## src/design/bssq_pkg.sv

```systemverilog
// Package with constants, enumerations and carriers for the boot sequencer.
package bssq_pkg;

    localparam int unsigned CLK_HZ = 125_000_000;

    // Flash magic word, ASCII "qQ".
    localparam logic [15:0] MAGIC_WORD = 16'h7151;

    // Serial rates of the scan steps.
    localparam int unsigned UART_FAST_BPS = 115_200;
    localparam int unsigned UART_SLOW_BPS = 57_600;
    localparam int unsigned SPI_SLAVE_HZ  = 2_000_000;
    localparam int unsigned I2C_FAST_BPS  = 400_000;
    localparam int unsigned I2C_SLOW_BPS  = 100_000;

    // Clock divisors, derived from the rates (rounded down), except DIV_MASTER, which is 0.
    localparam logic [15:0] DIV_UART_FAST = 16'(CLK_HZ / UART_FAST_BPS);
    localparam logic [15:0] DIV_UART_SLOW = 16'(CLK_HZ / UART_SLOW_BPS);
    localparam logic [15:0] DIV_SPI_SLAVE = 16'(CLK_HZ / SPI_SLAVE_HZ);
    localparam logic [15:0] DIV_I2C_FAST  = 16'(CLK_HZ / I2C_FAST_BPS);
    localparam logic [15:0] DIV_I2C_SLOW  = 16'(CLK_HZ / I2C_SLOW_BPS);
    localparam logic [15:0] DIV_MASTER    = 16'h0000;

    // Per-step listening window.
    localparam int unsigned STEP_TIMEOUT_MS   = 100;
    localparam int unsigned STEP_TIMEOUT_CYC  = CLK_HZ / 1000 * STEP_TIMEOUT_MS;

    localparam int unsigned NUM_STEPS  = 11;
    localparam logic [3:0]  LAST_STEP  = 4'hA;

    // Pin numbers: port * 8 + bit.
    localparam logic [4:0] P0_0 = 5'h00;
    localparam logic [4:0] P0_1 = 5'h01;
    localparam logic [4:0] P0_2 = 5'h02;
    localparam logic [4:0] P0_3 = 5'h03;
    localparam logic [4:0] P0_4 = 5'h04;
    localparam logic [4:0] P0_5 = 5'h05;
    localparam logic [4:0] P1_0 = 5'h08;
    localparam logic [4:0] P1_2 = 5'h0A;
    localparam logic [4:0] P1_3 = 5'h0B;
    localparam logic [4:0] P1_4 = 5'h0C;
    localparam logic [4:0] P1_5 = 5'h0D;
    localparam logic [4:0] P2_3 = 5'h13;

    typedef enum logic [2:0] {
        IF_NONE,
        IF_SPI_MASTER,
        IF_UART,
        IF_SPI_SLAVE,
        IF_I2C
    } bssq_ifc_t;

    // One serial link configuration: interface, pins and clock divisor.
    typedef struct packed {
        bssq_ifc_t  ifc;
        logic [4:0] pinA;
        logic [4:0] pinB;
        logic [4:0] pinC;
        logic [4:0] pinD;
        logic [15:0] divisor;
    } bssq_link_t;

    // Header fields as read from the one-time-programmable store.
    typedef struct packed {
        logic       deployed;
        logic       flashSource;
        logic       cacheMode;
        logic       serialFixed;
        bssq_link_t fixedLink;
    } bssq_hdr_t;

    // Memory-preparation commands to the memory system.
    typedef enum logic [2:0] {
        MEM_NONE,
        MEM_FLASH_RESET,
        MEM_FLASH_INIT,
        MEM_LOAD_UCODE,
        MEM_COPY_IMAGE,
        MEM_CACHE_INIT,
        MEM_COPY_VECTORS
    } bssq_mem_t;

    typedef enum logic [1:0] {
        REMAP_ROM,
        REMAP_FLASH,
        REMAP_OTP
    } bssq_remap_t;

    function automatic logic [31:0] stepTimeout();
        return 32'(STEP_TIMEOUT_CYC);
    endfunction

endpackage

```

## src/design/bssq_boot_sequencer.sv

```systemverilog
// Start-up boot sequencer: non-volatile boot or serial scan boot.
module bssq_boot_sequencer
    import bssq_pkg::*;
#(
    parameter logic [31:0] STEP_TIMEOUT = 32'(STEP_TIMEOUT_CYC)
)
(
    // Clock and reset
    input  wire logic        clk,
    input  wire logic        srst,
    // Header from the one-time-programmable store
    input  wire logic        hdrValid,
    input  wire bssq_hdr_t   hdr,
    input  wire logic [31:0] pinPresent,
    // Memory-system command handshake
    input  wire logic        memDone,
    input  wire logic [15:0] flashMagic,
    // Fast crystal status
    input  wire logic        xtalReady,
    // Serial loader feedback, from a pin-domain engine
    input  wire logic        hostSeen,
    input  wire logic        loadDone,
    // Memory commands
    output bssq_mem_t        memCmd,
    output logic             memStart,
    output logic             cacheBypass,
    output bssq_remap_t      remapSel,
    output logic             softReset,
    // Clock control
    output logic             fastClockSel,
    // Serial link control
    output bssq_link_t       linkCfg,
    output logic             linkEnable,
    output logic [3:0]       scanStep,
    // Status
    output logic             bootIdle,
    output logic             bootFailed
);

    typedef enum logic [4:0] {
        ST_WAIT_HDR,
        ST_FL_RESET,
        ST_FL_INIT,
        ST_FL_MAGIC,
        ST_UCODE,
        ST_COPY_IMAGE,
        ST_CACHE_INIT,
        ST_COPY_VEC,
        ST_REMAP,
        ST_SOFT_RESET,
        ST_XTAL,
        ST_FIXED,
        ST_SCAN_PICK,
        ST_SCAN_LISTEN,
        ST_LOADING,
        ST_PROBE_RESET,
        ST_PROBE_INIT,
        ST_PROBE_MAGIC,
        ST_DONE,
        ST_IDLE
    } bssq_state_t;

    bssq_state_t state_reg;
    bssq_state_t state_next;

    // Two-stage synchronisers for pin-derived inputs.
    logic [1:0] hostSync_reg;
    logic [1:0] loadSync_reg;
    logic [1:0] xtalSync_reg;
    logic       hostSeen_s;
    logic       loadDone_s;
    logic       xtalReady_s;

    logic [3:0] step_reg;
    logic       cmdIssued_reg;
    logic       probeMode_reg;
    bssq_link_t tableLink;
    logic       tableUsable;
    logic       timerRestart;
    logic       timerExpired;

    always_ff @(posedge clk)
    begin
        if (srst)
        begin
            hostSync_reg <= 2'h0;
            loadSync_reg <= 2'h0;
            xtalSync_reg <= 2'h0;
        end
        else
        begin
            hostSync_reg <= {hostSync_reg[0], hostSeen};
            loadSync_reg <= {loadSync_reg[0], loadDone};
            xtalSync_reg <= {xtalSync_reg[0], xtalReady};
        end
    end

    assign hostSeen_s  = hostSync_reg[1];
    assign loadDone_s  = loadSync_reg[1];
    assign xtalReady_s = xtalSync_reg[1];

    bssq_scan_table u_table (
        .step       (step_reg),
        .pinPresent (pinPresent),
        .link       (tableLink),
        .usable     (tableUsable)
    );

    bssq_step_timer #(
        .TIMEOUT (STEP_TIMEOUT)
    ) u_timer (
        .clk     (clk),
        .srst    (srst),
        .restart (timerRestart),
        .run     (state_reg == ST_SCAN_LISTEN),
        .expired (timerExpired)
    );

    assign timerRestart = (state_reg == ST_SCAN_PICK);

    // Memory steps share one handshake: a start pulse, then wait for done.
    function automatic logic memStep(input logic issued, input logic done);
        return issued && done;
    endfunction

    always_comb
    begin
        state_next = state_reg;
        unique case (state_reg)
            ST_WAIT_HDR:
                if (hdrValid)
                begin
                    if (hdr.deployed)
                        state_next = hdr.flashSource ? ST_FL_RESET : ST_UCODE;
                    else
                        state_next = ST_XTAL;
                end
            ST_FL_RESET:
                if (memStep(cmdIssued_reg, memDone)) state_next = ST_FL_INIT;
            ST_FL_INIT:
                if (memStep(cmdIssued_reg, memDone)) state_next = ST_FL_MAGIC;
            ST_FL_MAGIC:
                if (memStep(cmdIssued_reg, memDone))
                    state_next = (flashMagic == MAGIC_WORD) ? ST_UCODE : ST_IDLE;
            ST_UCODE:
                // The probe after a failed scan boots from flash, so it needs the microcode too.
                if (!hdr.flashSource && !probeMode_reg)
                    state_next = hdr.cacheMode ? ST_COPY_VEC : ST_COPY_IMAGE;
                else if (memStep(cmdIssued_reg, memDone))
                    state_next = hdr.cacheMode ? ST_CACHE_INIT : ST_COPY_IMAGE;
            ST_COPY_IMAGE:
                if (memStep(cmdIssued_reg, memDone)) state_next = ST_REMAP;
            ST_CACHE_INIT:
                if (memStep(cmdIssued_reg, memDone)) state_next = ST_COPY_VEC;
            ST_COPY_VEC:
                if (memStep(cmdIssued_reg, memDone)) state_next = ST_REMAP;
            ST_REMAP:
                state_next = ST_SOFT_RESET;
            ST_SOFT_RESET:
                state_next = ST_DONE;
            ST_XTAL:
                if (xtalReady_s)
                    state_next = hdr.serialFixed ? ST_FIXED : ST_SCAN_PICK;
            ST_FIXED:
                if (loadDone_s) state_next = ST_DONE;
            ST_SCAN_PICK:
                if (step_reg > LAST_STEP) state_next = ST_PROBE_RESET;
                else if (tableUsable) state_next = ST_SCAN_LISTEN;
            ST_SCAN_LISTEN:
                if (hostSeen_s) state_next = ST_LOADING;
                else if (timerExpired) state_next = ST_SCAN_PICK;
            ST_LOADING:
                if (loadDone_s) state_next = ST_DONE;
            ST_PROBE_RESET:
                if (memStep(cmdIssued_reg, memDone)) state_next = ST_PROBE_INIT;
            ST_PROBE_INIT:
                if (memStep(cmdIssued_reg, memDone)) state_next = ST_PROBE_MAGIC;
            ST_PROBE_MAGIC:
                if (memStep(cmdIssued_reg, memDone))
                    state_next = (flashMagic == MAGIC_WORD) ? ST_UCODE : ST_IDLE;
            ST_DONE:
                state_next = ST_DONE;
            ST_IDLE:
                state_next = ST_IDLE;
        endcase
    end

    always_ff @(posedge clk)
    begin
        if (srst)
            state_reg <= ST_WAIT_HDR;
        else
            state_reg <= state_next;
    end

    // Step counter only climbs, so each step is tried at most once.
    always_ff @(posedge clk)
    begin
        if (srst)
            step_reg <= 4'h0;
        else if (state_reg == ST_SCAN_PICK && !tableUsable && step_reg <= LAST_STEP)
            step_reg <= step_reg + 4'h1;
        else if (state_reg == ST_SCAN_LISTEN && !hostSeen_s && timerExpired)
            step_reg <= step_reg + 4'h1;
    end

    // The probe after a failed scan reuses the flash source path.
    always_ff @(posedge clk)
    begin
        if (srst)
            probeMode_reg <= 1'b0;
        else if (state_reg == ST_PROBE_RESET)
            probeMode_reg <= 1'b1;
    end

    always_ff @(posedge clk)
    begin
        if (srst || state_reg != state_next)
            cmdIssued_reg <= 1'b0;
        else if (memStart)
            cmdIssued_reg <= 1'b1;
    end

    always_ff @(posedge clk)
    begin
        if (srst)
        begin
            memCmd   <= MEM_NONE;
            memStart <= 1'b0;
        end
        else
        begin
            memStart <= 1'b0;
            memCmd   <= MEM_NONE;
            if (!cmdIssued_reg && !memStart && state_reg == state_next)
            begin
                memStart <= 1'b1;
                unique case (state_reg)
                    ST_FL_RESET, ST_PROBE_RESET: memCmd <= MEM_FLASH_RESET;
                    ST_FL_INIT, ST_PROBE_INIT:   memCmd <= MEM_FLASH_INIT;
                    ST_FL_MAGIC, ST_PROBE_MAGIC: memCmd <= MEM_FLASH_INIT;
                    ST_UCODE:                    memCmd <= MEM_LOAD_UCODE;
                    ST_COPY_IMAGE:               memCmd <= MEM_COPY_IMAGE;
                    ST_CACHE_INIT:               memCmd <= MEM_CACHE_INIT;
                    ST_COPY_VEC:                 memCmd <= MEM_COPY_VECTORS;
                    default:                     memStart <= 1'b0;
                endcase
            end
            // The command stays from its start pulse until the state moves on.
            else if (cmdIssued_reg || memStart)
                memCmd <= memCmd;
        end
    end

    always_ff @(posedge clk)
    begin
        if (srst)
        begin
            cacheBypass <= 1'b0;
            remapSel    <= REMAP_ROM;
            softReset   <= 1'b0;
        end
        else
        begin
            softReset <= (state_reg == ST_SOFT_RESET);
            if (state_reg == ST_COPY_IMAGE)
                cacheBypass <= 1'b1;
            if (state_reg == ST_REMAP)
                remapSel <= (hdr.flashSource || probeMode_reg) ? REMAP_FLASH : REMAP_OTP;
        end
    end

    always_ff @(posedge clk)
    begin
        if (srst)
            fastClockSel <= 1'b0;
        else if (state_reg == ST_XTAL)
            fastClockSel <= 1'b1;
    end

    always_ff @(posedge clk)
    begin
        if (srst)
        begin
            linkCfg    <= '{IF_NONE, P0_0, P0_0, P0_0, P0_0, DIV_MASTER};
            linkEnable <= 1'b0;
            scanStep   <= 4'h0;
        end
        else
        begin
            scanStep <= step_reg;
            if (state_reg == ST_FIXED)
            begin
                linkCfg    <= hdr.fixedLink;
                linkEnable <= 1'b1;
            end
            else if (state_reg == ST_SCAN_LISTEN || state_reg == ST_LOADING)
            begin
                linkCfg    <= tableLink;
                linkEnable <= 1'b1;
            end
            else
                linkEnable <= 1'b0;
        end
    end

    always_ff @(posedge clk)
    begin
        if (srst)
        begin
            bootIdle   <= 1'b0;
            bootFailed <= 1'b0;
        end
        else
        begin
            bootIdle   <= (state_reg == ST_DONE) || (state_reg == ST_IDLE);
            bootFailed <= (state_reg == ST_IDLE);
        end
    end

endmodule

```

## src/design/bssq_scan_table.sv

```systemverilog
// Fixed serial scan step table with pin-availability skip.
module bssq_scan_table
    import bssq_pkg::*;
(
    // Step select
    input  wire logic [3:0]  step,
    input  wire logic [31:0] pinPresent,
    // Step description
    output bssq_link_t       link,
    output logic             usable
);

    function automatic logic pinsOk(input bssq_link_t l, input logic [31:0] pres);
        logic ok;
        ok = pres[l.pinA] & pres[l.pinB];
        if (l.ifc == IF_SPI_MASTER || l.ifc == IF_SPI_SLAVE)
        begin
            ok = ok & pres[l.pinC] & pres[l.pinD];
        end
        return ok;
    endfunction

    always_comb
    begin
        unique case (step)
            4'h0: link = '{IF_SPI_MASTER, P0_1, P0_2, P0_3, P0_4, DIV_MASTER};
            4'h1: link = '{IF_UART, P0_1, P0_2, P0_0, P0_0, DIV_UART_FAST};
            4'h2: link = '{IF_UART, P0_5, P0_3, P0_0, P0_0, DIV_UART_SLOW};
            4'h3: link = '{IF_UART, P1_0, P1_5, P0_0, P0_0, DIV_UART_SLOW};
            4'h4: link = '{IF_UART, P1_2, P1_4, P0_0, P0_0, DIV_UART_SLOW};
            4'h5: link = '{IF_UART, P1_3, P2_3, P0_0, P0_0, DIV_UART_SLOW};
            4'h6: link = '{IF_SPI_SLAVE, P0_2, P0_1, P0_0, P0_5, DIV_SPI_SLAVE};
            4'h7: link = '{IF_I2C, P0_1, P0_2, P0_0, P0_0, DIV_I2C_FAST};
            4'h8: link = '{IF_I2C, P0_5, P0_3, P0_0, P0_0, DIV_I2C_FAST};
            4'h9: link = '{IF_I2C, P1_0, P1_5, P0_0, P0_0, DIV_I2C_SLOW};
            4'hA: link = '{IF_I2C, P1_3, P2_3, P0_0, P0_0, DIV_I2C_SLOW};
            default: link = '{IF_NONE, P0_0, P0_0, P0_0, P0_0, DIV_MASTER};
        endcase
        // A step needs all its pins bonded out on this package variant.
        usable = (link.ifc != IF_NONE) && pinsOk(link, pinPresent);
    end

endmodule

```

## src/design/bssq_step_timer.sv

```systemverilog
// Listening-window timer for one scan step.
module bssq_step_timer
    import bssq_pkg::*;
#(
    parameter logic [31:0] TIMEOUT = 32'(STEP_TIMEOUT_CYC)
)
(
    // Clock and reset
    input  wire logic clk,
    input  wire logic srst,
    // Control
    input  wire logic restart,
    input  wire logic run,
    // Status
    output logic      expired
);

    logic [31:0] count_reg;

    always_ff @(posedge clk)
    begin
        if (srst || restart)
        begin
            count_reg <= 32'h00000000;
            expired   <= 1'b0;
        end
        else if (run && !expired)
        begin
            count_reg <= count_reg + 32'h00000001;
            expired   <= (count_reg + 32'h00000001) >= TIMEOUT;
        end
    end

endmodule

```

## config.mk

```make
export PLATFORM = sky130hd
export DESIGN_NAME = bssq_boot_sequencer
export DESIGN_NICKNAME = d
export VERILOG_FILES = /design/src/design/bssq_pkg.sv /design/src/design/bssq_boot_sequencer.sv /design/src/design/bssq_scan_table.sv /design/src/design/bssq_step_timer.sv
export SDC_FILE = /design/constraint.sdc
export NUM_CORES = 1
export LEC_CHECK = 0
export ABC_AREA = 1
export BUFFER_PORTS_ARGS = -buffer_cell sky130_fd_sc_hd__buf_4
export CAP_MARGIN = 20
export CORE_AREA = 2 2 129 131
export DETAILED_ROUTE_END_ITERATION = 10
export DIE_AREA = 0 0 131 133
export PLACE_DENSITY_LB_ADDON = 0.25
export SLEW_MARGIN = 25
export SYNTH_ARGS = -nofsm -noshare
export SYNTH_HDL_FRONTEND = slang
export SYNTH_HIERARCHICAL = 1
export SYNTH_SLANG_ARGS = --single-unit
```

## constraint.sdc

```tcl
create_clock -name clk -period 6.5 [get_ports clk]
set_clock_uncertainty 0.1 [all_clocks]
set_input_delay 0.325 -clock clk [delete_from_list [all_inputs] [get_ports clk]]
set_output_delay 0.325 -clock clk [all_outputs]
set_load 0.03 [all_outputs]
```

Word level (Yosys, flattened, before mapping)
Memory sizes are Yosys's and may differ from the RTL's. A register that Yosys moved wholly into a read port is not among the register bits.
Cells that the tools add are included.

storage, ports and cells
  register bits = 105
  ROM bits = 432
  input bits = 98
  output and inout bits = 55
  word-level logic and storage cells = 145
  memories kept = 1

memories
  name              words  width  rd ports  clocked after Yosys merged registers in  wr ports  RTL line               source
  (name not given)  16     27     1         1                                        0         bssq_scan_table.sv:25  unique case (step)

cells by class
  add/sub/neg operators = 2
  magnitude comparators = 7
  equality and inequality tests = 25
  muxes and demuxes = 45
  bitwise gates (word level) = 4
  reductions and logical operators = 36

operators with widths
  kind                                                                                    count
  5-bit two-way mux                                                                       17
  5-bit one-hot mux with 16 select lines                                                  1
  39-bit two-way mux                                                                      2
  5-bit by 4-bit equality test with 1-bit output (second input constant)                  8
  32-bit by 1-bit adder with 32-bit output (second input constant)                        1
  32-bit by 24-bit greater-or-equal comparator with 1-bit output (second input constant)  1
  5-bit by 6-bit < comparator with 1-bit output (second input constant)                   4
  1-bit binary-select mux with 5-bit select                                               4
  5-bit by 3-bit equality test with 1-bit output (second input constant)                  4
  5-bit equality test (second input constant)                                             4
  4-bit two-way mux                                                                       5
  3-bit one-hot mux with 6 select lines                                                   1
  16-bit by 15-bit equality test with 1-bit output (second input constant)                1
  3-bit two-way mux                                                                       4
  2-bit OR reduction                                                                      6
  5-bit by 2-bit equality test with 1-bit output (second input constant)                  2
  1-bit logical AND                                                                       10
  10-bit OR reduction                                                                     1
  1-bit two-way mux                                                                       8
  1-bit zero test                                                                         7
  1-bit logical OR                                                                        7
  2-bit two-way mux                                                                       3
  5-bit by 1-bit equality test with 1-bit output (second input constant)                  1
  5-bit equality test                                                                     1
  13 further kinds                                                                        16

Longest topological paths before layout
Gate-level depths: netlist of run 1.

  depth in word-level cells = 14
  gate-level depth with buffers = 25
  depth with buffers taken out = 25

Cells and area by module
Netlist of run 1, hierarchy kept.

by module, submodules not included
  module               times used  cells an instance  area each (µm²)  sequential area each (µm²)
  bssq_boot_sequencer  1           554                3737.3           1441.4
  bssq_step_timer      1           389                2373.5           660.6
  bssq_scan_table      1           165                923.4            0.0

Least setup slack after synthesis of run 1
OpenSTA, ideal clock, no wires.

  path type = flip-flop to flip-flop
  start point = reg step_reg[0]
  end point = reg memCmd[0]
  library setup time = 67 ps
  data arrival time = 2583 ps
  data required time = 6333 ps
  path slack = 3750 ps
  cell stages (with the launch flop) = 26
  buffers on the path = 0
  period minus slack after synthesis = 2750 ps
  cell sequence = dfxtp_1 > inv_1 > ha_1 > inv_1 > nand2_1 > nand3_4 > nand2_4 > inv_2 > nand3_1 > nand3_1 > nand3_1 > nand3_1 > nor2_1 > inv_1 > nand2_1 > a21oi_1 > nand2_1 > nor2_1 > nand3_1 > nand2_2 > nand2_1 > nand2_1 > nand3_2 > nor2_2 > nand2_2 > o21ai_2

between the ends
  word-level cells in the longest chain between the ends = 6
  elaborated cells between the ends (all ways) = 7
  classes of those cells = order compare: 1; eq/ne: 2; mux: 3; reduce/logical: 1

RTL lines
  element                                                               RTL line                    source
  from (decl)                                                           bssq_boot_sequencer.sv:74   logic [3:0] step_reg;
  from (signal assigned)                                                bssq_boot_sequencer.sv:202  step_reg <= step_reg + 4'h1;
  from (signal assigned)                                                bssq_boot_sequencer.sv:204  step_reg <= step_reg + 4'h1;
  4-bit greater-than comparator *                                       bssq_boot_sequencer.sv:167  if (step_reg > LAST_STEP) state_next = ST_PROBE_RESET;
  5-bit two-way mux *                                                   bssq_boot_sequencer.sv:167
  5-bit one-hot mux with 16 select lines *                              bssq_boot_sequencer.sv:129  unique case (state_reg)
  5-bit equality test *                                                 bssq_boot_sequencer.sv:235  if (!cmdIssued_reg && !memStart && state_reg == state_next)
  1-bit logical AND *                                                   bssq_boot_sequencer.sv:235
  2-bit inequality test (no line) or 3-bit two-way mux (tied branches)  n/a
  to (signal assigned)                                                  bssq_boot_sequencer.sv:251  memCmd <= memCmd;
  to (decl)                                                             bssq_boot_sequencer.sv:24   output bssq_mem_t memCmd,

Mark *: on every way between the ends. The rest lies on a longest branch, timed or not.
A chain may end at the register's enable or synchronous reset.

Final worst setup path of run 1
  start point = reg state_reg[1]
  end point = reg u_timer.count_reg[3]

between the ends
  word-level cells in the longest chain between the ends = 2
  elaborated cells between the ends (all ways) = 4
  classes of those cells = eq/ne: 2; reduce/logical: 2

RTL lines
  element                                                                   RTL line                                                source
  from (decl)                                                               bssq_boot_sequencer.sv:63                               bssq_state_t state_reg;
  from (signal assigned)                                                    bssq_boot_sequencer.sv:193                              state_reg <= state_next;
  5-bit by 4-bit equality test with 1-bit output, on equally long branches  bssq_boot_sequencer.sv:115, bssq_boot_sequencer.sv:119
  1-bit logical AND or 1-bit logical OR (tied branches)                     bssq_step_timer.sv:27, bssq_step_timer.sv:22
  to (signal assigned)                                                      bssq_step_timer.sv:29                                   count_reg <= count_reg + 32'h00000001;
  to (decl)                                                                 bssq_step_timer.sv:18                                   logic [31:0] count_reg;

Several ways; a longest one is shown, not always the timed one.

==> results of run 1 <==
## where the power goes
part | leakage [nW] | internal [mW] | switching, mW
clock | 0.143 | 0.273 | 0.282
sequential | 0.849 | 0.692 | 0.0583
combinational | 3.06 | 0.274 | 0.550
## how the worst max path moves through the flow
stage,end,slack [ns],cells after the start
floorplan,memCmd[0]$_SDFFE_PP0P_,3.75,25
global placement,u_timer/count_reg[3]$_SDFFE_PP0P_,2.87,9
detailed placement,u_timer/count_reg[3]$_SDFFE_PP0P_,2.78,9
CTS,u_timer/count_reg[3]$_SDFFE_PP0P_,2.73,9
global route,u_timer/count_reg[18]$_SDFFE_PP0P_,2.40,9
finish,u_timer/count_reg[3]$_SDFFE_PP0P_,2.77,9
## cells by family after synthesis
logic type	share of synthesized area [%]
simple gates	41.3
other cells	0.0533
buf+inv	12.1
xor+xnor	0.747
fa+ha+maj	1.42
flops	29.9
compound gates	14.5
## through the flow
| stage | std cells | setup WS (ns) |
|---|---|---|
| after floorplan | 1119 | 3.75 |
| after global placement | 1425 | 2.87 |
| after detailed placement | 1425 | 2.78 |
| after CTS | 1441 | 2.73 |
| after global routing | 1442 | 2.40 |
| final | 1442 | 2.77 |
## synthesized netlist by cell type (all sizes together)
master    n
a211oi    1
a21oi    39
a22oi     1
a31oi    39
and2      3
and3      1
buf      32
clkbuf   31
clkinv    2
conb      1
dfxtp   105
ha        8
inv     130
nand2   288
nand3   151
nand3b    5
nand4    12
nor2    145
nor3      8
nor3b     1
nor4      1
o211ai   17
o21ai    79
o21bai    1
o31ai     1
xor2      6
## critical path, cell delays in order (launching register included)
cell	delay, ns
sky130_fd_sc_hd__dfxtp_1	0.63
sky130_fd_sc_hd__inv_2	0.16
sky130_fd_sc_hd__nand2_1	0.12
sky130_fd_sc_hd__inv_1	0.08
sky130_fd_sc_hd__nand2_1	0.14
sky130_fd_sc_hd__inv_1	0.09
sky130_fd_sc_hd__nand2_1	0.64
sky130_fd_sc_hd__clkinv_1	0.99
sky130_fd_sc_hd__and3_2	0.55
sky130_fd_sc_hd__nor3_1	0.12
## cell type report
| cell class | instances | area share, % |
|---|---|---|
| Clock buffer | 9 | 2.67 |
| Clock inverter | 7 | 0.801 |
| Inverter | 132 | 5.95 |
| Multi-Input combinational cell | 819 | 48.9 |
| Sequential cell | 105 | 24.9 |
| Tap cell | 220 | 3.26 |
| Timing Repair Buffer | 150 | 13.5 |
## routing by layer
metal / routed length, um / GRT usage, %
met1: 8870 / 31.6
met2: 9460 / 39.0
met3: 1280 / 4.77
met4: 278 / 5.61
met5: 0 / 0
==> report_table.html, run 1 <==
<table>
<tr><th>Metric</th><th>Value</th></tr>
<tr><th colspan="2">STA</th></tr>
<tr><td>Final Cycle Share</td><td>57.3%</td></tr>
<tr><td>Final hold slack</td><td>~0.056 ns</td></tr>
<tr><td>Final hold viol count</td><td>0</td></tr>
<tr><td>Post-layout min period</td><td>3.73 ns</td></tr>
<tr><td>Worst max-slew margin expressed relative to the limit</td><td>38.5%</td></tr>
<tr><td>Slew at the pin closest to its max-slew limit</td><td>0.917 ns</td></tr>
<tr><td>Final setup violation count</td><td>0</td></tr>
<tr><td>Maximum operating frequency</td><td>approximately 0.27 GHz</td></tr>
<tr><td>Unrepaired setup endpoints after global routing</td><td>false</td></tr>
<tr><td>Post-Route Setup TNS</td><td>0 ns</td></tr>
<tr><td>Count of final max-slew check failures</td><td>0</td></tr>
<tr><th colspan="2">Clocking</th></tr>
<tr><td>Total number of H-tree levels</td><td>3</td></tr>
<tr><td>Root buffer cell</td><td>sky130_fd_sc_hd__clkbuf_16</td></tr>
<tr><td>TritonCTS clock tree</td><td>built</td></tr>
<tr><td>Largest buffer count on any clock path</td><td>2</td></tr>
<tr><td>Clock insertion delay at the later pin of the skew report</td><td>~0.36 ns</td></tr>
<tr><td>Count of cells resized by post-cts repair</td><td>0</td></tr>
<tr><td>Clock-pin slew reported for the worst setup and hold paths after clock tree synthesis</td><td>0.08 ns</td></tr>
<tr><td># clock sinks</td><td>105</td></tr>
<tr><td>CTS buffer count</td><td>9</td></tr>
<tr><td>Setup repair bufs after CTS</td><td>0</td></tr>
<tr><td>Count of hold-fix buffers inserted at cts</td><td>0</td></tr>
<tr><th colspan="2">Placement</th></tr>
<tr><td>HPWL reported at the end of detailed placement</td><td>14,400 um</td></tr>
<tr><td>Placed standard-cell area</td><td>approximately 8100 um^2</td></tr>
<tr><td>RePlAce Congestion</td><td>~0.9</td></tr>
<tr><td>Number of buffers inserted by port buffering</td><td>144</td></tr>
<tr><th colspan="2">Cells and area</th></tr>
<tr><td>Most frequent standard cell in the layout excluding fill and tap cells</td><td>sky130_fd_sc_hd__nand2_1</td></tr>
<tr><td>Highest-count cells in the layout ignoring fill and taps</td><td>sky130_fd_sc_hd__nand2_1 (260), sky130_fd_sc_hd__buf_4 (149), sky130_fd_sc_hd__nand3_1 (145)</td></tr>
<tr><td>Multi-input logic area</td><td>4130 um^2</td></tr>
<tr><td>Number of flip-flops under the largest register name</td><td>39</td></tr>
<tr><td>Net count, final</td><td>1,323</td></tr>
<tr><td>Antenna cell count</td><td>0</td></tr>
<tr><td>Fillers</td><td>1,723</td></tr>
<tr><td>Layout-stage area growth over the synthesis result</td><td>20.0%</td></tr>
<tr><td>Final core occ</td><td>52.2%</td></tr>
<tr><td>Fraction of final layout cells with drive strength greater than 1</td><td>20.4%</td></tr>
<tr><td>Post-Layout Inst Area</td><td>roughly 8400 um^2</td></tr>
<tr><td>Area of all sequential standard cells</td><td>2100 um^2</td></tr>
<tr><th colspan="2">Hold path</th></tr>
<tr><td>Beginning of the worst hold path</td><td>xtalReady</td></tr>
<tr><td>Worst min-delay path category</td><td>primary input to flip-flop</td></tr>
<tr><td>Cell depth of the worst hold path</td><td>3</td></tr>
<tr><td>Worst hold endpoint</td><td>xtalSync_reg[0]$_SDFF_PP0_</td></tr>
<tr><th colspan="2">Power and ir drop</th></tr>
<tr><td>Power density normalized to cell area</td><td>between 200 and 300 nW/um^2</td></tr>
<tr><td>Post-layout power</td><td>2.13 mW</td></tr>
<tr><td>Largest vdd supply drop</td><td>145 uV</td></tr>
<tr><td>Static leakage</td><td>4.06 nW</td></tr>
<tr><th colspan="2">Worst setup path</th></tr>
<tr><td>End of the worst register-to-register path</td><td>u_timer/count_reg[3]$_SDFFE_PP0P_</td></tr>
<tr><td>Type of the worst setup path</td><td>flip-flop to flip-flop</td></tr>
<tr><td>Origin of the critical flop-to-flop path</td><td>state_reg[1]$_SDFF_PP0_</td></tr>
<tr><td>Arrival @ worst endpoint</td><td>3.91 ns</td></tr>
<tr><td>Depth of the worst register-to-register path</td><td>9</td></tr>
<tr><td>R2R Setup Slk</td><td>around 2.8 ns</td></tr>
<tr><td>Worst-path maximum fanout</td><td>34</td></tr>
<tr><td>Endpoint type of the worst setup path</td><td>flip-flop</td></tr>
<tr><td>Setup crit start</td><td>state_reg[1]$_SDFF_PP0_</td></tr>
<tr><td>Sort of element at the start of the critical path</td><td>flip-flop</td></tr>
<tr><td>Critical path data required time</td><td>6.68 ns</td></tr>
<tr><th colspan="2">Logic synthesis</th></tr>
<tr><td>Post-synthesis instance area</td><td>7030 um^2</td></tr>
<tr><td>Synthesized area divided by synthesized cell count</td><td>6.35 um^2</td></tr>
<tr><td>Post-synthesis instance total</td><td>1,108</td></tr>
<tr><td>Portion of the post-synthesis area used by sequential elements</td><td>29.9%</td></tr>
<tr><td>Cell type contributing the most total cell area after synthesis</td><td>sky130_fd_sc_hd__dfxtp_1</td></tr>
<tr><td>Top cell type's share of synthesized area</td><td>29.9%</td></tr>
<tr><td>Count of state elements after synthesis</td><td>105</td></tr>
<tr><td>Number of unique standard cell types used by synthesis</td><td>44</td></tr>
<tr><td>Largest cells by area after synthesis</td><td>sky130_fd_sc_hd__dfxtp_1 (30%), sky130_fd_sc_hd__nand2_1 (14%), sky130_fd_sc_hd__nand3_1 (10%)</td></tr>
<tr><td>Count of synthesis-stage warnings from yosys</td><td>6</td></tr>
<tr><th colspan="2">Floorplan</th></tr>
<tr><td>Die height</td><td>approximately 130 um</td></tr>
<tr><td>Width of the chip</td><td>131 um</td></tr>
<tr><td>Overall die area</td><td>17,400 um^2</td></tr>
<tr><td>Rows</td><td>between 40 and 50</td></tr>
<tr><td>Placeable core region</td><td>16,200 um^2</td></tr>
<tr><td>Effective utilization at floorplan</td><td>43.5%</td></tr>
<tr><td>Number of top-level pins</td><td>153</td></tr>
<tr><th colspan="2">Drt</th></tr>
<tr><td>Count of routing violations after the opening detailed-route iteration</td><td>602</td></tr>
<tr><td>Total via count after detailed routing</td><td>~7.4k</td></tr>
<tr><td>DRT antenna net count</td><td>0</td></tr>
<tr><td>Number of search-and-repair iterations in the first detailed-routing pass</td><td>6</td></tr>
<tr><td># DRC</td><td>0</td></tr>
<tr><td>Wire length after detailed routing</td><td>19,900 um</td></tr>
<tr><td>Detail-routed via count per cell</td><td>5.12</td></tr>
<tr><td>Final routed wire length divided by cell count</td><td>~14 um</td></tr>
<tr><th colspan="2">Flow run</th></tr>
<tr><td>Max Cap Viol</td><td>0</td></tr>
<tr><th colspan="2">Global routing</th></tr>
<tr><td>Pin count of the biggest net entering global routing</td><td>79</td></tr>
<tr><td>Initial antenna violation count</td><td>0</td></tr>
<tr><td>Global-route wire length before repair</td><td>33,300 um</td></tr>
<tr><td>Overflow left after global routing</td><td>0</td></tr>
<tr><td>Via count of the first global-routing pass</td><td>6,938</td></tr>
<tr><td>GRT Total Usage</td><td>a little under a quarter</td></tr>
<tr><th colspan="2">Status</th></tr>
<tr><td>Result of the run</td><td>finished clean</td></tr>
</table>
Note: power is estimated with default switching activity, not from simulation.
==> inputs of run 2 (changes only) <==
--- a/config.mk
+++ b/config.mk
@@ -5,7 +5,7 @@
 export SDC_FILE = /design/constraint.sdc
 export NUM_CORES = 1
 export LEC_CHECK = 0
-export ABC_AREA = 1
+export ABC_AREA = 0
 export BUFFER_PORTS_ARGS = -buffer_cell sky130_fd_sc_hd__buf_4
 export CAP_MARGIN = 20
 export CORE_AREA = 2 2 129 131
==> constraint.sdc (replaced) <==
create_clock -name clk -period 3.2 [get_ports clk]
set_clock_uncertainty 0.1 [all_clocks]
set_input_delay 0.16 -clock clk [delete_from_list [all_inputs] [get_ports clk]]
set_output_delay 0.16 -clock clk [all_outputs]
set_load 0.03 [all_outputs]
==> report_table.html, run 2 <==
<table>
<tr><th>Metric</th><th>Value</th></tr>
<tr><th colspan="2">Logic synthesis</th></tr>
<tr><td>Synthesized area divided by synthesized cell count</td><td>7.91 um^2 (was 6.35 um^2)</td></tr>
<tr><td>Portion of the post-synthesis area used by sequential elements</td><td>29.7% (was 29.9%)</td></tr>
<tr><td>Most instantiated flip-flop cell in the synthesis netlist</td><td>sky130_fd_sc_hd__dfxtp_1 (unchanged)</td></tr>
<tr><td>Post-synthesis instance total</td><td>895 (was 1,108)</td></tr>
<tr><td>Number of unique standard cell types used by synthesis</td><td>94 (was 44)</td></tr>
<tr><td>Largest cells by area after synthesis</td><td>sky130_fd_sc_hd__dfxtp_1 (30%), sky130_fd_sc_hd__mux2i_1 (7.5%), sky130_fd_sc_hd__nor2_1 (6.8%) (was sky130_fd_sc_hd__dfxtp_1 (30%), sky130_fd_sc_hd__nand2_1 (14%), sky130_fd_sc_hd__nand3_1 (10%))</td></tr>
<tr><td>Count of flip-flops with a built-in enable after synthesis</td><td>0 (unchanged)</td></tr>
<tr><td>Top cells by count, synth</td><td>sky130_fd_sc_hd__nor2_1 (128), sky130_fd_sc_hd__dfxtp_1 (105), sky130_fd_sc_hd__nand2_1 (64), sky130_fd_sc_hd__mux2i_1 (53), sky130_fd_sc_hd__a211oi_1 (42) (was sky130_fd_sc_hd__nand2_1 (260), sky130_fd_sc_hd__nand3_1 (145), sky130_fd_sc_hd__inv_1 (119), sky130_fd_sc_hd__nor2_1 (118), sky130_fd_sc_hd__dfxtp_1 (105))</td></tr>
<tr><td>Post-synthesis instance area</td><td>7080 um^2 (was 7030 um^2)</td></tr>
<tr><td>Count of synthesis-stage warnings from yosys</td><td>6 (unchanged)</td></tr>
<tr><td>Cell type contributing the most total cell area after synthesis</td><td>sky130_fd_sc_hd__dfxtp_1 (unchanged)</td></tr>
<tr><td>Count of state elements after synthesis</td><td>105 (unchanged)</td></tr>
<tr><td>Share of async-settable or async-resettable flops after synthesis</td><td>0% (unchanged)</td></tr>
<tr><td>Top cell type's share of synthesized area</td><td>29.7% (was 29.9%)</td></tr>
<tr><td>Most frequent cell after synthesis</td><td>sky130_fd_sc_hd__nor2_1 (was sky130_fd_sc_hd__nand2_1)</td></tr>
<tr><th colspan="2">Clocking</th></tr>
<tr><td>Largest buffer count on any clock path</td><td>2 (unchanged)</td></tr>
<tr><td>CTS buffer count</td><td>9 (unchanged)</td></tr>
<tr><td>Clock insertion delay at the later pin of the skew report</td><td>0.37 ns (was 0.36 ns)</td></tr>
<tr><td>Total number of H-tree levels</td><td>3 (unchanged)</td></tr>
<tr><td>TritonCTS clock tree</td><td>built (unchanged)</td></tr>
<tr><td>Clock-pin slew reported for the worst setup and hold paths after clock tree synthesis</td><td>0.08 ns (about the same)</td></tr>
<tr><td>Root buffer cell</td><td>sky130_fd_sc_hd__clkbuf_16 (unchanged)</td></tr>
<tr><td># clock sinks</td><td>105 (unchanged)</td></tr>
<tr><th colspan="2">Floorplan</th></tr>
<tr><td>Die height</td><td>133 um (unchanged)</td></tr>
<tr><td>Placeable core region</td><td>16,200 um^2 (unchanged)</td></tr>
<tr><td>Width of the chip</td><td>131 um (unchanged)</td></tr>
<tr><td>Overall die area</td><td>17,400 um^2 (unchanged)</td></tr>
<tr><td>Effective utilization at floorplan</td><td>43.8% (was 43.5%)</td></tr>
<tr><td>Number of top-level pins</td><td>153 (unchanged)</td></tr>
<tr><td>Rows</td><td>47 (unchanged)</td></tr>
<tr><th colspan="2">Worst setup path</th></tr>
<tr><td>Arrival @ worst endpoint</td><td>3.22 ns (was 3.91 ns)</td></tr>
<tr><td>Endpoint type of the worst setup path</td><td>flip-flop (unchanged)</td></tr>
<tr><td>Sort of element at the start of the critical path</td><td>flip-flop (unchanged)</td></tr>
<tr><td>Worst-path maximum fanout</td><td>9 (was 34)</td></tr>
<tr><td>Type of the worst setup path</td><td>flip-flop to flip-flop (unchanged)</td></tr>
<tr><td>Critical path data required time</td><td>3.39 ns (was 6.68 ns)</td></tr>
<tr><th colspan="2">Global routing</th></tr>
<tr><td>GRT Total Usage</td><td>22.9% (was 23.6%)</td></tr>
<tr><td>Pin count of the biggest net entering global routing</td><td>79 (unchanged)</td></tr>
<tr><td>Via count of the first global-routing pass</td><td>6,590 (was 6,938)</td></tr>
<tr><td>Initial antenna violation count</td><td>0 (unchanged)</td></tr>
<tr><td>Overflow left after global routing</td><td>0 (unchanged)</td></tr>
<tr><td>Global-route wire length before repair</td><td>32,600 um (was 33,300 um)</td></tr>
<tr><th colspan="2">STA</th></tr>
<tr><td>Final Cycle Share</td><td>94.8% (was 57.3%)</td></tr>
<tr><td>Post-layout min period</td><td>3.03 ns (was 3.73 ns)</td></tr>
<tr><td>Final hold slack</td><td>0.0343 ns (was 0.0564 ns)</td></tr>
<tr><td>Maximum operating frequency</td><td>0.330 GHz (was 0.268 GHz)</td></tr>
<tr><td>Unrepaired setup endpoints after global routing</td><td>true (was false)</td></tr>
<tr><td>Final setup violation count</td><td>0 (unchanged)</td></tr>
<tr><td>Worst max-slew margin expressed relative to the limit</td><td>42.6% (was 38.5%)</td></tr>
<tr><td>Count of final max-slew check failures</td><td>0 (unchanged)</td></tr>
<tr><td>Final hold viol count</td><td>0 (unchanged)</td></tr>
<tr><td>Slew at the pin closest to its max-slew limit</td><td>0.854 ns (was 0.917 ns)</td></tr>
<tr><th colspan="2">Cells and area</th></tr>
<tr><td>Final core occ</td><td>56.4% (was 52.2%)</td></tr>
<tr><td>Post-Layout Inst Area</td><td>9130 um^2 (was 8440 um^2)</td></tr>
<tr><td>Layout-stage area growth over the synthesis result</td><td>28.9% (was 20.0%)</td></tr>
<tr><td>Antenna cell count</td><td>0 (unchanged)</td></tr>
<tr><td>Fillers</td><td>1,508 (was 1,723)</td></tr>
<tr><td>Area of all sequential standard cells</td><td>2110 um^2 (was 2100 um^2)</td></tr>
<tr><td>Highest-count cells in the layout ignoring fill and taps</td><td>sky130_fd_sc_hd__buf_4 (209), sky130_fd_sc_hd__nor2_1 (128), sky130_fd_sc_hd__dfxtp_1 (101) (was sky130_fd_sc_hd__nand2_1 (260), sky130_fd_sc_hd__buf_4 (149), sky130_fd_sc_hd__nand3_1 (145))</td></tr>
<tr><td>Fraction of final layout cells with drive strength greater than 1</td><td>27.3% (was 20.4%)</td></tr>
<tr><td>Multi-input logic area</td><td>4620 um^2 (was 4130 um^2)</td></tr>
<tr><td>Net count, final</td><td>1,157 (was 1,323)</td></tr>
<tr><td>Number of flip-flops under the largest register name</td><td>39 (unchanged)</td></tr>
<tr><td>Most frequent standard cell in the layout excluding fill and tap cells</td><td>sky130_fd_sc_hd__buf_4 (was sky130_fd_sc_hd__nand2_1)</td></tr>
<tr><th colspan="2">Power and ir drop</th></tr>
<tr><td>Part of the power in registers</td><td>33.3% (was 35.2%)</td></tr>
<tr><td>Largest vdd supply drop</td><td>301 uV (was 145 uV)</td></tr>
<tr><td>Combinational share of power</td><td>40.7% (was 38.7%)</td></tr>
<tr><td>Relative contribution of the clock network to total power</td><td>26.0% (was 26.1%)</td></tr>
<tr><td>Net switching share of the total power</td><td>39.1% (was 41.8%)</td></tr>
<tr><td>Static leakage</td><td>3.82 nW (was 4.06 nW)</td></tr>
<tr><td>Post-layout power</td><td>4.70 mW (was 2.13 mW)</td></tr>
<tr><td>Power density normalized to cell area</td><td>515 nW/um^2 (was 252 nW/um^2)</td></tr>
<tr><td>Sw power</td><td>1.84 mW (was 0.891 mW)</td></tr>
<tr><td>Internal power contribution</td><td>2.86 mW (was 1.24 mW)</td></tr>
<tr><th colspan="2">Hold path</th></tr>
<tr><td>Worst min-delay path category</td><td>primary input to flip-flop (unchanged)</td></tr>
<tr><th colspan="2">Drt</th></tr>
<tr><td># DRC</td><td>0 (unchanged)</td></tr>
<tr><td>DRT antenna net count</td><td>0 (unchanged)</td></tr>
<tr><td>Final routed wire length divided by cell count</td><td>15.8 um (was 13.8 um)</td></tr>
<tr><td>Wire length after detailed routing</td><td>20,100 um (was 19,900 um)</td></tr>
<tr><td>Detail-routed via count per cell</td><td>5.58 (was 5.12)</td></tr>
<tr><td>Count of routing violations after the opening detailed-route iteration</td><td>494 (was 602)</td></tr>
<tr><td>Total via count after detailed routing</td><td>7,123 (was 7,384)</td></tr>
<tr><td>Number of search-and-repair iterations in the first detailed-routing pass</td><td>5 (was 6)</td></tr>
<tr><th colspan="2">Placement</th></tr>
<tr><td>RePlAce Congestion</td><td>0.941 (was 0.898)</td></tr>
<tr><td>HPWL reported at the end of detailed placement</td><td>14,600 um (was 14,400 um)</td></tr>
<tr><td>Placed standard-cell area</td><td>8570 um^2 (was 8130 um^2)</td></tr>
<tr><td>Number of buffers inserted by port buffering</td><td>144 (unchanged)</td></tr>
<tr><th colspan="2">Flow run</th></tr>
<tr><td>Max Cap Viol</td><td>0 (unchanged)</td></tr>
<tr><th colspan="2">Status</th></tr>
<tr><td>Result of the run</td><td>finished clean (unchanged)</td></tr>
</table>
run 2: changes by cell type in the layout (fill, tap and decap cells not counted), moves of 41 or more:
cell                       change
sky130_fd_sc_hd__a211oi_1     +41
sky130_fd_sc_hd__buf_4        +60
sky130_fd_sc_hd__inv_1       -100
sky130_fd_sc_hd__mux2i_1      +52
sky130_fd_sc_hd__nand2_1     -198
sky130_fd_sc_hd__nand3_1     -117
sky130_fd_sc_hd__o21ai_0      -41
run 2: final cells by class:
type	count	area share, %
Inverter	23	1.08
Clock inverter	7	1.23
Timing Repair Buffer	216	18.4
Sequential cell	105	23.2
Clock buffer	9	2.47
Tap cell	220	3.02
Multi-Input combinational cell	696	50.6
run 2: critical path, stage by stage (launching register included):
cell                       delay, ns
sky130_fd_sc_hd__dfxtp_4        0.37
sky130_fd_sc_hd__buf_4          0.12
sky130_fd_sc_hd__ha_4           0.19
sky130_fd_sc_hd__mux2_2         0.35
sky130_fd_sc_hd__o22ai_1        0.18
sky130_fd_sc_hd__a31oi_1        0.06
sky130_fd_sc_hd__o31ai_1        0.30
sky130_fd_sc_hd__or4_4          0.19
sky130_fd_sc_hd__a211oi_4       0.04
sky130_fd_sc_hd__a21oi_2        0.12
sky130_fd_sc_hd__o21ai_2        0.07
sky130_fd_sc_hd__buf_4          0.15
sky130_fd_sc_hd__o22ai_4        0.15
sky130_fd_sc_hd__nand3_2        0.11
sky130_fd_sc_hd__or3_1          0.34
sky130_fd_sc_hd__a21oi_2        0.12
run 2: final timing paths:
check                                                 from                    endpoint  slack, ns  cells after the start
worst max-delay path              step_reg[1]$_SDFFE_PP0P_    step_reg[3]$_SDFFE_PP0P_       0.17                     15
worst min-delay path                               hdr[24]    linkCfg[24]$_SDFFE_PP0P_       0.03                      3
worst max register to register    step_reg[1]$_SDFFE_PP0P_    step_reg[3]$_SDFFE_PP0P_       0.17                     15
worst min register to register  loadSync_reg[0]$_SDFF_PP0_  loadSync_reg[1]$_SDFF_PP0_       0.35                      1
run 2: cells by family (layout without fill, tap and decap cells):
family,after synthesis,after routing,synth area share (%)
xor+xnor,39,39,4.82
simple gates,362,362,26.1
flops,105,105,29.7
compound gates,219,219,21.9
mux,56,56,7.97
buf+inv,105,255,8.06
fa+ha+maj,8,8,1.41
other cells,1,12,0.0530
run 2: routing by layer:
layer  track usage, %  routed length, um
met5                0                  0
met4             5.85                277
met3             6.47               1540
met2             36.3               9220
met1             30.7               9100
run 2: power by group through the flow:
stage	registers, mW	clock network (mW)	logic (mW)
floorplan	1.77	0	1.14
global placement	1.59	0	1.84
detailed placement	1.59	0	1.84
CTS	1.56	1.25	1.86
global route	1.58	1.30	2.08
finish	1.56	1.22	1.91
run 2: timing repair:
| item | 4_1_cts | 5_1_grt |
|---|---|---|
| resized for setup | 6 | 37 |
| pin swaps | 0 | 10 |
| setup buffers | 1 | 1 |
| hold buffers | 3 | 0 |
| hold endpoints to repair | 3 | 0 |
| endpoints found under the setup margin | 5 | 10 |
run 2: metrics by stage:
step           setup WS [ns]  TNS, ns  std cells
3_3_place_gp          -0.125   -0.125       1255
2_1_floorplan        0.00425        0        906
4_1_cts              0.00169        0       1275
6_report               0.167        0       1276
5_1_grt              -0.0611   -0.209       1276
3_5_place_dp          -0.118   -0.130       1255
==> inputs of run 3 (changes only) <==
--- a/config.mk
+++ b/config.mk
@@ -9,6 +9,8 @@
 export BUFFER_PORTS_ARGS = -buffer_cell sky130_fd_sc_hd__buf_4
 export CAP_MARGIN = 20
 export CORE_AREA = 2 2 129 131
+export CTS_BUF_LIST = sky130_fd_sc_hd__clkbuf_4 sky130_fd_sc_hd__clkbuf_8
+export CTS_CLUSTER_DIAMETER = 150
 export DETAILED_ROUTE_END_ITERATION = 10
 export DIE_AREA = 0 0 131 133
 export PLACE_DENSITY_LB_ADDON = 0.25
==> report_table.html, run 3 (synthesis gave the netlist of run 2 again) <==
<table>
<tr><th>Metric</th><th>Value</th></tr>
<tr><th colspan="2">Status</th></tr>
<tr><td>Result of the run</td><td>finished clean (unchanged)</td></tr>
<tr><th colspan="2">STA</th></tr>
<tr><td>Final Cycle Share</td><td>97.4% (was 94.8%)</td></tr>
<tr><td>Maximum operating frequency</td><td>0.321 GHz (was 0.330 GHz)</td></tr>
<tr><td>Final hold viol count</td><td>0 (unchanged)</td></tr>
<tr><td>Worst max-slew margin expressed relative to the limit</td><td>43.1% (was 42.6%)</td></tr>
<tr><td>Unrepaired setup endpoints after global routing</td><td>true (unchanged)</td></tr>
<tr><td>Post-Route Setup TNS</td><td>0 ns (unchanged)</td></tr>
<tr><td>Slew at the pin closest to its max-slew limit</td><td>0.846 ns (was 0.854 ns)</td></tr>
<tr><td>Post-layout min period</td><td>3.12 ns (was 3.03 ns)</td></tr>
<tr><td>Worst-case setup margin in the final layout</td><td>0.0817 ns (was 0.167 ns)</td></tr>
<tr><td>Final setup violation count</td><td>0 (unchanged)</td></tr>
<tr><td>Count of final max-slew check failures</td><td>0 (unchanged)</td></tr>
<tr><th colspan="2">Worst setup path</th></tr>
<tr><td>Worst-path cell chain</td><td>buf_4 &gt; ha_4 &gt; mux2_2 &gt; o22ai_1 &gt; a31oi_1 &gt; o31ai_1 &gt; or4_4 &gt; a211oi_4 &gt; a21oi_2 &gt; o21ai_2 &gt; buf_6 &gt; o22ai_4 &gt; nand3_2 &gt; or3_1 &gt; a21oi_2 (was buf_4 &gt; ha_4 &gt; mux2_2 &gt; o22ai_1 &gt; a31oi_1 &gt; o31ai_1 &gt; or4_4 &gt; a211oi_4 &gt; a21oi_2 &gt; o21ai_2 &gt; buf_4 &gt; o22ai_4 &gt; nand3_2 &gt; or3_1 &gt; a21oi_2)</td></tr>
<tr><td>Cell repeated most along the worst path</td><td>sky130_fd_sc_hd__a21oi_2</td></tr>
<tr><td>Critical path data required time</td><td>3.43 ns (was 3.39 ns)</td></tr>
<tr><td>Crit path to</td><td>step_reg[3]$_SDFFE_PP0P_ (unchanged)</td></tr>
<tr><td>End of the worst register-to-register path</td><td>step_reg[3]$_SDFFE_PP0P_ (unchanged)</td></tr>
<tr><td>Origin of the critical flop-to-flop path</td><td>step_reg[1]$_SDFFE_PP0P_ (unchanged)</td></tr>
<tr><td>Setup crit start</td><td>step_reg[1]$_SDFFE_PP0P_ (unchanged)</td></tr>
<tr><td>Type of the worst setup path</td><td>flip-flop to flip-flop (unchanged)</td></tr>
<tr><td>Levels on crit path</td><td>15 (unchanged)</td></tr>
<tr><td>Depth of the worst register-to-register path</td><td>15 (unchanged)</td></tr>
<tr><td>Sort of element at the start of the critical path</td><td>flip-flop (unchanged)</td></tr>
<tr><td>Worst-path maximum fanout</td><td>8 (was 9)</td></tr>
<tr><td>Arrival @ worst endpoint</td><td>3.34 ns (was 3.22 ns)</td></tr>
<tr><td>Endpoint type of the worst setup path</td><td>flip-flop (unchanged)</td></tr>
<tr><td>Critical Path Max Stage Delay</td><td>0.40 ns (was 0.37 ns)</td></tr>
<tr><td>Crit path buffers/inverters</td><td>2 (unchanged)</td></tr>
<tr><td>R2R Setup Slk</td><td>0.08 ns (was 0.17 ns)</td></tr>
<tr><td>Gate family responsible for the most delay along the worst path</td><td>compound AO/OA/AOI/OAI gates (unchanged)</td></tr>
<tr><td>Library cell contributing the largest single delay on the critical path</td><td>sky130_fd_sc_hd__or3_1 (was sky130_fd_sc_hd__dfxtp_4)</td></tr>
<tr><th colspan="2">Power and ir drop</th></tr>
<tr><td>Sw power</td><td>1.82 mW (was 1.84 mW)</td></tr>
<tr><td>Post-layout power</td><td>4.47 mW (was 4.70 mW)</td></tr>
<tr><td>Power density normalized to cell area</td><td>478 nW/um^2 (was 515 nW/um^2)</td></tr>
<tr><td>Relative contribution of the clock network to total power</td><td>21.3% (was 26.0%)</td></tr>
<tr><td>Net switching share of the total power</td><td>40.8% (was 39.1%)</td></tr>
<tr><td>Internal power contribution</td><td>2.65 mW (was 2.86 mW)</td></tr>
<tr><td>Combinational share of power</td><td>43.7% (was 40.7%)</td></tr>
<tr><td>Part of the power in registers</td><td>35.0% (was 33.3%)</td></tr>
<tr><td>Largest vdd supply drop</td><td>320 uV (was 301 uV)</td></tr>
<tr><td>Static leakage</td><td>3.92 nW (was 3.82 nW)</td></tr>
<tr><th colspan="2">Clocking</th></tr>
<tr><td>Total number of H-tree levels</td><td>3 (unchanged)</td></tr>
<tr><td>Clock-pin slew reported for the worst setup and hold paths after clock tree synthesis</td><td>0.12 ns (was 0.08 ns)</td></tr>
<tr><td>Clock insertion delay at the later pin of the skew report</td><td>0.40 ns (was 0.37 ns)</td></tr>
<tr><td># clock sinks</td><td>105 (unchanged)</td></tr>
<tr><td>Root buffer cell</td><td>sky130_fd_sc_hd__clkbuf_8 (was sky130_fd_sc_hd__clkbuf_16)</td></tr>
<tr><td>TritonCTS clock tree</td><td>built (unchanged)</td></tr>
<tr><td>Largest buffer count on any clock path</td><td>2 (unchanged)</td></tr>
<tr><td>CTS buffer count</td><td>9 (unchanged)</td></tr>
<tr><th colspan="2">Floorplan</th></tr>
<tr><td>Rows</td><td>47 (unchanged)</td></tr>
<tr><td>Number of top-level pins</td><td>153 (unchanged)</td></tr>
<tr><td>Placeable core region</td><td>16,200 um^2 (unchanged)</td></tr>
<tr><td>Width of the chip</td><td>131 um (unchanged)</td></tr>
<tr><td>Die height</td><td>133 um (unchanged)</td></tr>
<tr><td>Overall die area</td><td>17,400 um^2 (unchanged)</td></tr>
<tr><td>Effective utilization at floorplan</td><td>43.8% (unchanged)</td></tr>
<tr><th colspan="2">Cells and area</th></tr>
<tr><td>Post-Layout Inst Area</td><td>9360 um^2 (was 9130 um^2)</td></tr>
<tr><td>Antenna cell count</td><td>0 (unchanged)</td></tr>
<tr><td>Final cell count without fillers</td><td>1,310 (was 1,276)</td></tr>
<tr><td>Multi-input logic area</td><td>4620 um^2 (about the same)</td></tr>
<tr><td>Number of flip-flops under the largest register name</td><td>39 (unchanged)</td></tr>
<tr><td>Fraction of final layout cells with drive strength greater than 1</td><td>27.0% (was 27.3%)</td></tr>
<tr><td>Highest-count cells in the layout ignoring fill and taps</td><td>sky130_fd_sc_hd__buf_4 (212), sky130_fd_sc_hd__nor2_1 (128), sky130_fd_sc_hd__dfxtp_1 (101) (was sky130_fd_sc_hd__buf_4 (209), sky130_fd_sc_hd__nor2_1 (128), sky130_fd_sc_hd__dfxtp_1 (101))</td></tr>
<tr><td>Fillers</td><td>1,469 (was 1,508)</td></tr>
<tr><td>Layout-stage area growth over the synthesis result</td><td>32.2% (was 28.9%)</td></tr>
<tr><td>Net count, final</td><td>1,191 (was 1,157)</td></tr>
<tr><td>Area of all sequential standard cells</td><td>2110 um^2 (unchanged)</td></tr>
<tr><td>Most frequent standard cell in the layout excluding fill and tap cells</td><td>sky130_fd_sc_hd__buf_4 (unchanged)</td></tr>
<tr><th colspan="2">Placement</th></tr>
<tr><td>Number of buffers inserted by port buffering</td><td>144 (unchanged)</td></tr>
<tr><td>Worst setup slack after placement</td><td>-0.118 ns (unchanged)</td></tr>
<tr><td>Post-Place Cells</td><td>1,255 (unchanged)</td></tr>
<tr><td>RePlAce Congestion</td><td>0.941 (unchanged)</td></tr>
<tr><td>HPWL reported at the end of detailed placement</td><td>14,600 um (unchanged)</td></tr>
<tr><td>Placed standard-cell area</td><td>8570 um^2 (unchanged)</td></tr>
<tr><th colspan="2">Global routing</th></tr>
<tr><td>Pin count of the biggest net entering global routing</td><td>79 (unchanged)</td></tr>
<tr><td>Global-route wire length before repair</td><td>33,200 um (was 32,600 um)</td></tr>
<tr><td>Initial antenna violation count</td><td>0 (unchanged)</td></tr>
<tr><td>Via count of the first global-routing pass</td><td>6,726 (was 6,590)</td></tr>
<tr><td>Overflow left after global routing</td><td>0 (unchanged)</td></tr>
<tr><td>GRT Total Usage</td><td>23.4% (was 22.9%)</td></tr>
<tr><th colspan="2">Drt</th></tr>
<tr><td>Number of search-and-repair iterations in the first detailed-routing pass</td><td>5 (unchanged)</td></tr>
<tr><td>Final routed wire length divided by cell count</td><td>15.8 um (about the same)</td></tr>
<tr><td>Wire length after detailed routing</td><td>20,600 um (was 20,100 um)</td></tr>
<tr><td>Total via count after detailed routing</td><td>7,305 (was 7,123)</td></tr>
<tr><td>Detail-routed via count per cell</td><td>5.58 (about the same)</td></tr>
<tr><td># DRC</td><td>0 (unchanged)</td></tr>
<tr><td>DRT antenna net count</td><td>0 (unchanged)</td></tr>
<tr><td>Count of routing violations after the opening detailed-route iteration</td><td>594 (was 494)</td></tr>
<tr><th colspan="2">Hold path</th></tr>
<tr><td>Worst min-delay path category</td><td>primary input to flip-flop (unchanged)</td></tr>
<tr><td>Cell depth of the worst hold path</td><td>3 (unchanged)</td></tr>
<tr><th colspan="2">Flow run</th></tr>
<tr><td>Max Cap Viol</td><td>0 (unchanged)</td></tr>
</table>
==> run 3: area by class of cell <==
type                       instances  area share (%)
clock buffer                       9            1.32
clock inverter                     7            1.20
inverter                          23            1.08
multi-input combinational        696            49.3
sequential                       105            22.6
tap                              220            2.94
timing repair buffer             250            21.5
==> run 3: worst min-delay path by stage <==
| stage | slack, ns | from | to |
|---|---|---|---|
| after floorplan | 0.19 | hostSeen | hostSync_reg[0]$_SDFF_PP0_ |
| after global placement | 0.28 | hostSeen | hostSync_reg[0]$_SDFF_PP0_ |
| after detailed placement | 0.28 | hostSeen | hostSync_reg[0]$_SDFF_PP0_ |
| after CTS | 0.0002 | hdr[8] | linkCfg[8]$_SDFFE_PP0P_ |
| after global routing | 0.02 | hdr[23] | linkCfg[23]$_SDFFE_PP0P_ |
| final | 0.004 | hdr[23] | linkCfg[23]$_SDFFE_PP0P_ |
==> run 3: metrics by stage <==
step                hold slack, ns  util, %
floorplan                    0.188        -
global placement             0.281     53.0
detailed placement           0.276     53.0
CTS                       0.000164     56.5
global route                0.0214     57.9
finish                     0.00419     57.9
==> run 3: worst register-to-register path: cells and delay by family (launching register included) <==
kind                     cells  cell delay (ns)
multiplexers                 1             0.34
buffers and inverters        2             0.24
adder cells (fa/ha/maj)      1             0.18
AND/OR/NAND/NOR              3             0.68
AO/OA/AOI/OAI                8             1.10
flip-flops                   1             0.39
==> run 3: metal layers <==
| metal | share of wire (%) | vias to the layer above | global-route usage, % |
|---|---|---|---|
| met2 | 46 | 274 | 37.2 |
| met1 | 45 | 3392 | 31.4 |
| met5 | 0 | - | 0 |
| met4 | 1.6 | 0 | 6.91 |
| met3 | 7.3 | 23 | 5.50 |
| li1 | - | 3616 | - |
==> run 3: what timing repair did <==
action,4_1_cts,5_1_grt
setup buffers,1,7
cloned,0,0
pin swaps,0,15
gates resized for setup,6,41
hold buffers,31,0
endpoints found under the hold margin,31,0
endpoints found under the setup margin,5,10
==> run 3: power by group through the flow <==
stage	clock network [mW]	logic, mW	registers (mW)
5_1_grt	1.02	2.12	1.58
3_5_place_dp	0	1.84	1.59
3_3_place_gp	0	1.84	1.59
2_1_floorplan	0	1.14	1.77
6_report	0.950	1.96	1.56
4_1_cts	0.969	1.88	1.56
